$ cat config.mk
export PLATFORM = sky130hd
export DESIGN_NAME = program_counter_and_call_stack
export DESIGN_NICKNAME = d
export VERILOG_FILES = /design/src/hdl/pc_stack_pkg.sv /design/src/hdl/return_stack.sv /design/src/hdl/program_counter_and_call_stack.sv
export VERILOG_INCLUDE_DIRS = /design/src /design/src/hdl
export SDC_FILE = /design/constraint.sdc
export NUM_CORES = 1
export LEC_CHECK = 0
export BUFFER_PORTS_ARGS = -buffer_cell sky130_fd_sc_hd__buf_2
export CORE_MARGIN = 5
export CORE_UTILIZATION = 58
export CTS_BUF_LIST = sky130_fd_sc_hd__clkbuf_2
export CTS_CLUSTER_SIZE = 10
export DETAILED_ROUTE_END_ITERATION = 12
export PLACE_DENSITY = 0.82
export SLEW_MARGIN = 10
export SYNTH_ARGS = -nofsm -noshare
export SYNTH_HDL_FRONTEND = slang
export SYNTH_HIERARCHICAL = 1
export SYNTH_SLANG_ARGS = --single-unit
$ cat constraint.sdc
create_clock -name MCLK_I -period 3.6 [get_ports MCLK_I]
set_input_delay 0.72 -clock MCLK_I [delete_from_list [all_inputs] [get_ports MCLK_I]]
set_output_delay 0.72 -clock MCLK_I [all_outputs]
set_load 0.05 [all_outputs]
$ cat src/hdl/pc_stack_map.svh
`ifndef PC_STACK_MAP_SVH
`define PC_STACK_MAP_SVH

// Register byte offsets on the APB
`define PCS_OFS_PC_LOW 12'h000
`define PCS_OFS_HIGH_LATCH 12'h004
`define PCS_OFS_FLOW_CFG 12'h008

// Reset values
`define PCS_RST_PC 13'h0000
`define PCS_RST_HIGH_LATCH 5'h00
`define PCS_RST_FLOW_CFG 1'h0

// Field positions
`define PCS_LOW_MSB 7
`define PCS_TGT_MSB 10
`define PCS_PAGE_MSB 4
`define PCS_PAGE_LSB 3
`define PCS_LATCH_MSB 4
`define PCS_CFG_PAGE_BIT 0

// Step of the counter
`define PCS_PC_STEP 13'h0001

`endif

$ cat src/hdl/pc_stack_pkg.sv
package pc_stack_pkg;

  // Control requests from the decoder and interrupt logic, one cycle each
  typedef struct packed {
    logic step;
    logic jump;
    logic call;
    logic ret;
    logic vector;
    logic [10:0] target;
  } flow_req_s;

  // Source selected for the next counter value
  typedef enum logic [2:0] {
    PC_HOLD = 3'b000,
    PC_STEP = 3'b001,
    PC_BRANCH = 3'b010,
    PC_POP = 3'b011,
    PC_VECTOR = 3'b100,
    PC_LOW_WRITE = 3'b101
  } pc_src_e;

  // APB response carried as one group
  typedef struct packed {
    logic [31:0] rdata;
    logic slverr;
  } apb_rsp_s;

endpackage

$ cat src/hdl/return_stack.sv
`timescale 1ns/1ns
// Circular return-address stack; the pointer wraps silently both ways
module return_stack #(
  parameter int DEPTH = 8,
  parameter int WIDTH = 13
) (
  input wire logic clk_i,
  input wire logic arst_n_i,
  input wire logic ce_i,
  input wire logic push_i,
  input wire logic pop_i,
  input wire logic [WIDTH-1:0] push_data_i,
  output logic [WIDTH-1:0] top_o
);

  localparam int PW = $clog2(DEPTH);

  // Power-of-two depth keeps the wrap a plain binary roll-over
  initial begin
    if (DEPTH < 2 || (DEPTH & (DEPTH - 1)) != 0) begin
      $error("return_stack: DEPTH must be a power of two of at least 2");
    end
  end

  logic [WIDTH-1:0] mem [DEPTH];
  logic [PW-1:0] ptr_reg;
  logic [PW-1:0] ptr_next;
  logic wr_en;

  ////////////////////////////////////////////////////////////////////////////
  // Pointer arithmetic; no overflow or underflow flag exists
  always_comb begin
    ptr_next = ptr_reg;
    wr_en = 1'h0;
    if (ce_i && push_i) begin
      wr_en = 1'h1;
      ptr_next = ptr_reg + PW'(1);
    end else if (ce_i && pop_i) begin
      ptr_next = ptr_reg - PW'(1);
    end
  end

  always_ff @(posedge clk_i or negedge arst_n_i) begin
    if (!arst_n_i) begin
      ptr_reg <= '0;
    end else begin
      ptr_reg <= ptr_next;
    end
  end

  // Storage needs no reset; ninth push lands on the first slot again
  always_ff @(posedge clk_i) begin
    if (wr_en) begin
      mem[ptr_reg] <= push_data_i;
    end
  end

  // Top of stack is the slot just below the pointer, wrapped
  assign top_o = mem[ptr_reg - PW'(1)];

endmodule // return_stack

$ cat src/hdl/program_counter_and_call_stack.sv
`timescale 1ns/1ns
`include "pc_stack_map.svh"

module program_counter_and_call_stack #(
  parameter int PC_WIDTH = 13,
  parameter int STACK_DEPTH = 8,
  parameter logic [12:0] VECTOR_ADDR = 13'h0004,
  parameter bit PAGE_BITS_FITTED = 1'h0
) (
  input wire logic MCLK_I,
  input wire logic ARST_N_I,
  input wire logic CE_I,
  // Decoder and interrupt requests
  input wire logic STEP_I,
  input wire logic JUMP_I,
  input wire logic CALL_I,
  input wire logic RET_I,
  input wire logic VECTOR_I,
  input wire logic [10:0] TARGET_I,
  output logic [12:0] PC_O,
  // APB slave
  input wire logic PSEL_I,
  input wire logic PENABLE_I,
  input wire logic PWRITE_I,
  input wire logic [11:0] PADDR_I,
  input wire logic [31:0] PWDATA_I,
  input wire logic [3:0] PSTRB_I,
  output logic [31:0] PRDATA_O,
  output logic PREADY_O,
  output logic PSLVERR_O
);

  // The page arithmetic below assumes the documented widths
  initial begin
    if (PC_WIDTH != 13) begin
      $error("program_counter_and_call_stack: PC_WIDTH must be 13");
    end
    if (STACK_DEPTH < 2) begin
      $error("program_counter_and_call_stack: STACK_DEPTH too small");
    end
    // Non-power-of-two depths would break the silent wrap
    if ((STACK_DEPTH & (STACK_DEPTH - 1)) != 0) begin
      $error("program_counter_and_call_stack: STACK_DEPTH must be a power of two");
    end
  end

  ////////////////////////////////////////////////////////////////////////////
  // Declarations

  // Request word and the counter source it selects
  pc_stack_pkg::flow_req_s req;
  pc_stack_pkg::pc_src_e pc_src;
  // Bus response, captured at the setup edge
  pc_stack_pkg::apb_rsp_s rsp_reg;
  pc_stack_pkg::apb_rsp_s rsp_next;

  // Software-visible state; the stack pointer stays inside the stack
  logic [12:0] pc_reg;
  logic [12:0] pc_next;
  logic [4:0] high_latch_reg;
  logic [4:0] high_latch_next;
  logic page_en_reg;
  logic page_en_next;

  // Stack and branch paths
  logic [12:0] stack_top;
  logic [12:0] branch_addr;
  logic push;
  logic pop;

  // Bus phase and write strobes
  logic setup;
  logic access;
  logic wr_take;
  logic low_wr;
  logic latch_wr;
  logic cfg_wr;
  logic mapped;

  ////////////////////////////////////////////////////////////////////////////
  // Functions

  // Address decode shared by the read mux and the write strobes
  // Limitation: exact match only, so no register has an alias
  function automatic logic hit(input logic [11:0] addr, input logic [11:0] ofs);
    hit = (addr == ofs);
  endfunction

  // Jump and call target: 11-bit field plus two page bits
  // Page forced to zero unless fitted and enabled by software
  function automatic logic [12:0] form_target(
    input logic [10:0] field,
    input logic [4:0] latch,
    input logic page_use
  );
    logic [1:0] page;
    page = 2'h0;
    if (page_use) begin
      page = latch[`PCS_PAGE_MSB:`PCS_PAGE_LSB];
    end
    form_target = {page, field};
  endfunction

  ////////////////////////////////////////////////////////////////////////////
  // Request grouping and bus phase decode

  // Requests come from logic on this clock, so no synchroniser
  // Packing the strobes keeps the priority chain in one place
  assign req.step = STEP_I;
  assign req.jump = JUMP_I;
  assign req.call = CALL_I;
  assign req.ret = RET_I;
  assign req.vector = VECTOR_I;
  assign req.target = TARGET_I;

  // Setup captures the answer, access commits the write
  assign setup = PSEL_I && !PENABLE_I;
  assign access = PSEL_I && PENABLE_I;
  // Writes take effect at the access edge, only with the low lane strobed
  assign wr_take = access && PWRITE_I && PSTRB_I[0] && CE_I;
  assign low_wr = wr_take && hit(PADDR_I, `PCS_OFS_PC_LOW);
  assign latch_wr = wr_take && hit(PADDR_I, `PCS_OFS_HIGH_LATCH);
  assign cfg_wr = wr_take && hit(PADDR_I, `PCS_OFS_FLOW_CFG);
  // Anything else answers with an error and writes nothing
  assign mapped = hit(PADDR_I, `PCS_OFS_PC_LOW) || hit(PADDR_I, `PCS_OFS_HIGH_LATCH)
    || hit(PADDR_I, `PCS_OFS_FLOW_CFG);

  ////////////////////////////////////////////////////////////////////////////
  // Counter source selection

  // Flow changes outrank a low-byte write, which outranks a plain step.
  // Vectoring first: an interrupt accepted in a cycle preempts the rest.
  // Hazard: a low-byte write beside a flow op is lost, not deferred.
  always_comb begin
    if (req.vector) begin
      pc_src = pc_stack_pkg::PC_VECTOR;
    end else if (req.ret) begin
      pc_src = pc_stack_pkg::PC_POP;
    end else if (req.jump || req.call) begin
      pc_src = pc_stack_pkg::PC_BRANCH;
    end else if (low_wr) begin
      pc_src = pc_stack_pkg::PC_LOW_WRITE;
    end else if (req.step) begin
      pc_src = pc_stack_pkg::PC_STEP;
    end else begin
      pc_src = pc_stack_pkg::PC_HOLD;
    end
  end

  // Page bits live on only where the variant fits them
  assign branch_addr = form_target(req.target, high_latch_reg,
    PAGE_BITS_FITTED && page_en_reg);

  // Calls and vectoring push the full counter; returns pop it
  assign push = CE_I && ((pc_src == pc_stack_pkg::PC_VECTOR)
    || ((pc_src == pc_stack_pkg::PC_BRANCH) && req.call));
  // Pop needs no empty check; an unmatched return wraps silently
  assign pop = CE_I && (pc_src == pc_stack_pkg::PC_POP);

  ////////////////////////////////////////////////////////////////////////////
  // Next counter value

  // Hold is the default; a frozen enable forces hold again after the case
  always_comb begin
    pc_next = pc_reg;
    case (pc_src)
      pc_stack_pkg::PC_STEP: begin
        pc_next = pc_reg + `PCS_PC_STEP;
      end
      pc_stack_pkg::PC_BRANCH: begin
        pc_next = branch_addr;
      end
      pc_stack_pkg::PC_POP: begin
        pc_next = stack_top;
      end
      pc_stack_pkg::PC_VECTOR: begin
        pc_next = VECTOR_ADDR;
      end
      pc_stack_pkg::PC_LOW_WRITE: begin
        // Upper bits only ever come from the latch
        // Latch value is the one before any write in the same cycle
        pc_next = {high_latch_reg, PWDATA_I[`PCS_LOW_MSB:0]};
      end
      pc_stack_pkg::PC_HOLD: begin
        pc_next = pc_reg;
      end
      default: begin
        pc_next = pc_reg;
      end
    endcase
    if (!CE_I) begin
      pc_next = pc_reg;
    end
  end

  ////////////////////////////////////////////////////////////////////////////
  // Software-visible state next values

  // Only bus writes touch the latch; stack traffic never does
  // Config bit only matters where the page bits are fitted
  always_comb begin
    high_latch_next = high_latch_reg;
    page_en_next = page_en_reg;
    if (latch_wr) begin
      high_latch_next = PWDATA_I[`PCS_LATCH_MSB:0];
    end
    if (cfg_wr) begin
      page_en_next = PWDATA_I[`PCS_CFG_PAGE_BIT];
    end
  end

  ////////////////////////////////////////////////////////////////////////////
  // APB response, captured in the setup phase

  // Read data registered one phase early keeps the slave at zero wait.
  // Limitation: a read returns the counter as it stood at the setup edge.
  // A write setup still clears rdata, so no stale read leaks out.
  always_comb begin
    rsp_next = rsp_reg;
    if (setup && CE_I) begin
      rsp_next.rdata = 32'h0000_0000;
      rsp_next.slverr = !mapped;
      if (!PWRITE_I) begin
        if (hit(PADDR_I, `PCS_OFS_PC_LOW)) begin
          rsp_next.rdata[`PCS_LOW_MSB:0] = pc_reg[`PCS_LOW_MSB:0];
        end else if (hit(PADDR_I, `PCS_OFS_HIGH_LATCH)) begin
          rsp_next.rdata[`PCS_LATCH_MSB:0] = high_latch_reg;
        end else if (hit(PADDR_I, `PCS_OFS_FLOW_CFG)) begin
          rsp_next.rdata[`PCS_CFG_PAGE_BIT] = page_en_reg;
        end else begin
          rsp_next.rdata = 32'h0000_0000;
        end
      end
      // Stack pointer has no address, so it can never be read
    end
  end

  ////////////////////////////////////////////////////////////////////////////
  // Registers

  // One bank for all software-visible state; CE_I is already folded in
  // Reset loads constants only, so release needs no extra sequencing
  always_ff @(posedge MCLK_I or negedge ARST_N_I) begin
    if (!ARST_N_I) begin
      pc_reg <= `PCS_RST_PC;
      high_latch_reg <= `PCS_RST_HIGH_LATCH;
      page_en_reg <= `PCS_RST_FLOW_CFG;
      rsp_reg <= '0;
    end else begin
      pc_reg <= pc_next;
      high_latch_reg <= high_latch_next;
      page_en_reg <= page_en_next;
      rsp_reg <= rsp_next;
    end
  end

  ////////////////////////////////////////////////////////////////////////////
  // Return stack

  // Push saves the counter as it stands: the next instruction's address
  // Only decoded pushes and pops reach the pointer, never the bus
  // Limitation: stack contents survive reset; only the pointer clears
  return_stack #(
    .DEPTH(STACK_DEPTH),
    .WIDTH(PC_WIDTH)
  ) return_stack_inst (
    .clk_i(MCLK_I),
    .arst_n_i(ARST_N_I),
    .ce_i(CE_I),
    .push_i(push),
    .pop_i(pop),
    .push_data_i(pc_reg),
    .top_o(stack_top)
  );

  ////////////////////////////////////////////////////////////////////////////
  // Outputs

  // Counter leaves straight from its flip-flops
  assign PC_O = pc_reg;
  // Read data comes straight from the response flip-flops
  assign PRDATA_O = rsp_reg.rdata;
  // Error shows in the access phase only
  assign PSLVERR_O = rsp_reg.slverr && access;
  // Always ready; a frozen clock enable simply stretches nothing
  assign PREADY_O = 1'h1;

endmodule // program_counter_and_call_stack

==> flow_metrics.py, run 1 <==
metrics = {
    "place": {
        "dp_slack_ps": 759.4,
        "dpl_cell_area_um2": 6927,
        "gp_congestion": 0.9308,
        "dp.cells": 694,
        "dp_hpwl_um": 9858,
        "io_buffers": 64,
    },
    "finish": {
        "utilization_pct": 63.63,
        "finalNonFillerCells": 726,
        "regMostFlops": "return_stack_inst/mem",
        "syn2layout_area_growth_pct": 8.052,
        "drive_gt1_share_pct": 24.87,
        "antenna-diode-count": 0,
        "nFillCells": 846,
        "final_nets": 643,
        "post-route-cell-area_um2": 7203,
        "largest_reg_flops": 104,
    },
    "synthesis": {
        "yosys.area_share.xor_xnor_pct": 0.7508,
        "yosys.area.top_type_share_pct": 46.85,
        "postSynthCellCount": 514,
        "ys_top_cells_by_area": "edfxtp_1 (47%), dfrtp_1 (12%), mux2i_1 (4.8%)",
        "yosys_register_bits": 135,
        "yosysUniqueCellTypes": 73,
        "yosysTopAreaCell": "edfxtp_1",
        "synth_edf_count": 104,
        "synth_top_family_by_area": "simple AND/OR/NAND/NOR gates",
        "synthMuxAreaShare_pct": 5.987,
        "synth_compound_area_share_pct": 12.37,
        "synth.avg_cell_area_um2": 12.97,
        "yosysSeqAreaShare_pct": 58.48,
        "yosys.area_share.simple_pct": 14.60,
        "ys_warn_count": 6,
        "synth_ff_type": "edfxtp_1",
        "synth_area_um2": 6666,
        "synthArstFlopShare_pct": 22.96,
        "synthAdderAreaFrac_pct": 0.5631,
        "synth_common_cells": "edfxtp_1 (104), buf_4 (36), mux2i_1 (32)",
        "yosysMostFrequentCell": "edfxtp_1",
    },
    "floorplan": {
        "start_util_pct": 58.89,
        "die-area_um2": 13740,
        "num_rows": 39,
        "die_height_um": 117.2,
        "core_um2": 11320,
        "die_x_um": 117.2,
        "io_pins": 117,
    },
    "timing": {
        "hold_violations": 0,
        "fin_tns_setup_ps": 0,
        "fin_crit_sh_pct": 82.42,
        "setup_viol": 0,
        "whs_ps": 67.98,
        "slew_violations": 0,
        "fmax_mhz": 337.0,
        "rsz0062_at_grt": "false",
        "max_slew.worst_pin.slew_ps": 954.5,
        "slew_headroom_pct": 36.37,
        "period_needed_ps": 2967,
        "final.setup.worst_slack_ps": 633.0,
        "finalClockSkew_ps": 26.54,
    },
    "worst_hold_path": {
        "hp-class": "input port to asynchronous set/reset pin",
    },
    "outcome": {
        "status": "complete, no violations",
    },
    "cts": {
        "cts_tree": "done",
        "ctsHoldBuffers": 0,
        "root_buffer": "clkbuf_2",
        "cts_made_buffers": 17,
        "clock_sinks": 135,
        "post_cts_buffers": 0,
        "cts.path.max_buffers": 2,
        "cts_resized": 0,
        "htree_num_levels": 4,
        "clock_latency_ps": 680,
        "clk_pin_slew_ps": 190,
    },
    "global_routing": {
        "track_usage_pct": 23.27,
        "grt_pass1_vias": 4465,
        "grt_overflow_total": 0,
        "antenna_found_initial": 0,
        "grt_pass1_wl_um": 24120,
        "grt_max_degree": 85,
    },
    "critical_path": {
        "path_max_fanout": 15,
        "end_kind": "register",
        "cp.arrival_ps": 3580,
        "cp-startpoint": "return_stack_inst/ptr_reg[1]",
        "cp-start-kind": "register",
        "critPathRequiredTime_ps": 4220,
        "path_class": "register to register",
        "reg2reg_from": "return_stack_inst/ptr_reg[1]",
    },
    "pwr": {
        "p_leak_nw": 2.811,
        "peakVddDrop_mv": 0.3709,
        "powerDensity_nw_per_um2": 708.2,
        "total_power_mw": 5.101,
    },
    "routing": {
        "drtPass1Iterations": 5,
        "antenna_left": 0,
        "dr_total_vias": 4562,
        "wire_per_inst_um": 20.74,
        "drt_iter0_markers": 451,
        "drcViolationCount": 0,
        "vias_per_cell": 6.284,
        "totalWireLength_um": 15060,
    },
    "job": {
        "maxCapViolCount": 0,
    },
}
## final cells by class
class                      count  area [µm²]  share of cell area, %
sequential                   135        3900                  54.14
timing repair buffer          80       440.4                  6.114
clock inverter                13       181.4                  2.519
clock buffer                  19       95.09                  1.320
multi-input combinational    331        2389                  33.16
inverter                       5       18.77                 0.2606
tap                          143       178.9                  2.484
## routing by layer
layer	share of wire [%]	track usage [%]	vias up	wire [µm]
met5	0	0	-	0
met4	1.9	6.040	0	289
met3	7.8	5.913	30	1170
met2	48	37.10	244	7263
met1	42	32.20	2223	6335
li1	-	-	2065	-
## critical path, stage by stage (launching register included)
cell and delay [ps]:
dfrtp_1 440, inv_1 100, ha_1 290, xor2_2 650, a2111oi_0 170, nor4_1 580
a22oi_1 190, o221ai_1 270, o221a_2 230
## power by group
part | leakage (nW) | switching [mW] | internal, mW
combinational | 1.31 | 1.27 | 0.688
clock | 0.156 | 0.547 | 0.460
sequential | 1.34 | 0.229 | 1.91
total | 2.81 | 2.05 | 3.06
## path summary, 6_finish.rpt
path | end | slack (ps) | cells after the start
worst max register to register | PC_O[3] | 630 | 8
worst min register to register | rsp_reg[0] | 510 | 1
min in group MCLK_I | PRDATA_O[0] | 240 | 2
worst max-delay path | PC_O[3] | 630 | 8
max in group asynchronous | return_stack_inst/ptr_reg[0] | 3030 | 1
worst min-delay path | rsp_reg[0] | 70 | 1
## kinds of logic after synthesis
logic type                 Yosys count
AOI/OAI and AO/OA                  104
xor gates and xnor gates             4
adders and majority gates            3
buffers and inverters               71
and+or+nand+nor                    156
DFF                                135
muxes                               39
other                                2
## layout by cell type, fill, tap and decap left out, types with 4 or more instances in the layout
master | synthesis | final
a2111oi_0 | 26 | 26
a21oi_1 | 8 | 8
a22oi_1 | 9 | 9
and2_1 | 5 | 5
and2b_2 | 5 | 5
and3_1 | 29 | 29
and4_1 | 5 | 5
buf_2 | 5 | 64
buf_4 | 36 | 16
bufinv_16 | 0 | 4
clkbuf_2 | 2 | 19
conb_1 | 2 | 25
dfrtp_1 | 31 | 30
edfxtp_1 | 104 | 104
inv_1 | 5 | 5
mux2_2 | 7 | 7
mux2i_1 | 32 | 32
nand2_1 | 18 | 18
nand3_1 | 5 | 5
nand4_1 | 4 | 4
nor2_1 | 20 | 20
nor2b_1 | 23 | 23
nor3_1 | 7 | 5
nor4_1 | 14 | 14
o21ai_0 | 9 | 9
o21ai_1 | 4 | 4
o221ai_1 | 5 | 5
No activity file was read; power rests on OpenSTA's default activity.
==> run 2: changes to the inputs <==
Settings changed: CORE_UTILIZATION 58 to 53, PLACE_DENSITY 0.82 to 0.79.
Clock period 3.6 ns to 2.7 ns, I/O delays scaled along.
==> run 2 against run 1 <==
Effect of this change:
- clock power grew 18%
- fmax grew 19%
- first-iteration DRC count grew 17%
- critical path type unchanged
- sequential cell count is the same
- die area grew 8.6%
- sequential power grew 30%
- clock-buffer cell count shrank 1
- largest cell class unchanged
- via count grew 1.7%
- largest power group is now combinational logic
==> flow_metrics.py, run 2 (synthesized netlist as in run 1, its figures left out) <==
metrics = {
    "cts": {
        "cts_tree": "done",
        "clock_sinks": 135,
        "cts_made_buffers": 17,
        "clock_latency_ps": 680,
        "clk_pin_slew_ps": 210,
        "root_buffer": "clkbuf_2",
        "cts.path.max_buffers": 2,
        "htree_num_levels": 4,
    },
    "routing": {
        "antenna_left": 0,
        "vias_per_cell": 5.972,
        "drcViolationCount": 0,
        "drt_iter0_markers": 528,
        "drtPass1Iterations": 5,
        "wire_per_inst_um": 19.96,
        "dr_total_vias": 4640,
        "totalWireLength_um": 15510,
    },
    "critical_path": {
        "cp-start-kind": "register",
        "cp.arrival_ps": 3090,
        "critPathRequiredTime_ps": 3290,
        "rr_worst_depth": 10,
        "path_class": "register to register",
        "path_max_fanout": 26,
        "end_kind": "register",
    },
    "pwr": {
        "p_leak_nw": 2.914,
        "netSwitchingPower_mw": 2.881,
        "clock_power_share_pct": 16.7,
        "power.internal_mw": 4.235,
        "combPwrFrac_pct": 44.3,
        "total_power_mw": 7.116,
        "peakVddDrop_mv": 0.5801,
        "powerDensity_nw_per_um2": 956.5,
        "switching_share_pct": 40.48,
        "seq_power_share_pct": 39.0,
    },
    "timing": {
        "hold_violations": 0,
        "setup_viol": 0,
        "fin_tns_setup_ps": 0,
        "period_needed_ps": 2495,
        "fin_crit_sh_pct": 92.41,
        "finalClockSkew_ps": 28.18,
        "max_slew.worst_pin.slew_ps": 745.7,
        "fmax_mhz": 400.8,
        "slew_violations": 0,
        "rsz0062_at_grt": "false",
        "slew_headroom_pct": 50.28,
        "whs_ps": 105.6,
    },
    "floorplan": {
        "die_x_um": 122.2,
        "die_height_um": 122.2,
        "die-area_um2": 14920,
        "core_um2": 12470,
        "num_rows": 41,
        "io_pins": 117,
        "start_util_pct": 53.48,
    },
    "outcome": {
        "status": "complete, no violations",
    },
    "finish": {
        "largest_reg_flops": 104,
        "regArea_um2": 3900,
        "final_nets": 664,
        "post-route-cell-area_um2": 7440,
        "nFillCells": 963,
        "syn2layout_area_growth_pct": 11.60,
        "drive_gt1_share_pct": 27.81,
        "final_common_cell": "edfxtp_1",
        "multi_input_area_um2": 2422,
        "regMostFlops": "return_stack_inst/mem",
        "layout_common_cells": "edfxtp_1 (104), buf_2 (64), mux2i_1 (32), buf_4 (32), dfrtp_1 (30)",
    },
    "place": {
        "dp_hpwl_um": 10420,
        "gp_congestion": 0.8911,
        "io_buffers": 64,
        "dpl_cell_area_um2": 7143,
    },
    "global_routing": {
        "grt_pass1_wl_um": 24850,
        "grt_overflow_total": 0,
        "grt_pass1_vias": 4703,
        "grt_max_degree": 85,
        "antenna_found_initial": 0,
        "track_usage_pct": 21.82,
    },
    "worst_hold_path": {
        "min_path_cells": 2,
        "hp-class": "input port to register",
    },
    "job": {
        "maxCapViolCount": 0,
    },
}
## run 2: layout make-up
type | instances | share of cell area (%)
repair buffers | 101 | 8.611
flip-flops and latches | 135 | 52.42
inverters | 5 | 0.2523
clock buffers | 18 | 1.211
clock inverters | 14 | 2.018
multi-input cells | 331 | 32.56
well taps | 172 | 2.893
diodes | 1 | 0.03364
## run 2: final timing paths
| path | slack [ps] | from | to |
|---|---|---|---|
| max in group asynchronous | 1770 | ARST_N_I | return_stack_inst/ptr_reg[0] |
| min in group asynchronous | 430 | ARST_N_I | rsp_reg[0] |
| worst min-delay path | 110 | PWDATA_I[1] | high_latch_reg[1] |
| worst max-delay path | 210 | return_stack_inst/ptr_reg[0] | PC_O[2] |
| worst min register to register | 520 | rsp_reg[0] | rsp_reg[0] |
| worst max register to register | 210 | return_stack_inst/ptr_reg[0] | PC_O[2] |
## run 2: metal layers
metal  share of wire, %  GRT usage, %
met2                 48         35.57
met1                 42         28.94
met5                  0             0
met3                7.7         5.664
met4                1.7         6.578
## run 2: through the flow
stage	std cells	utilization (%)	setup WS, ps
2_1_floorplan	537	-	12.70
3_3_place_gp	742	57.30	105.2
3_5_place_dp	742	57.30	44.56
4_1_cts	775	59.40	45.10
5_1_grt	776	59.66	41.91
6_report	777	59.68	205.0
## run 2: power by group through the flow
| stage | Combinational [mW] | Sequential [mW] | Clock [mW] |
|---|---|---|---|
| after floorplan | 1.86 | 2.96 | 0 |
| after global placement | 2.94 | 2.79 | 0 |
| after detailed placement | 3.03 | 2.81 | 0 |
| after CTS | 3.07 | 2.77 | 1.21 |
| after global routing | 3.40 | 2.81 | 1.33 |
| final | 3.15 | 2.78 | 1.19 |
## run 2: worst max-delay path, cell delays in order (launching register included)
cell	delay, ps
dfrtp_2	440
inv_1	90
ha_4	200
xor2_2	190
buf_12	190
a2111oi_1	440
nor4_1	120
buf_4	170
a221oi_1	270
a32oi_1	90
o22a_1	210
## run 2: what timing repair did
| item | CTS | global route |
|---|---|---|
| hold buffers | 1 | 1 |
| hold endpoints to repair | 31 | 1 |
| setup buffers | 0 | 0 |
| setup endpoints to repair | 2 | 8 |
| pin swaps | 0 | 0 |
| gates resized for setup | 1 | 7 |
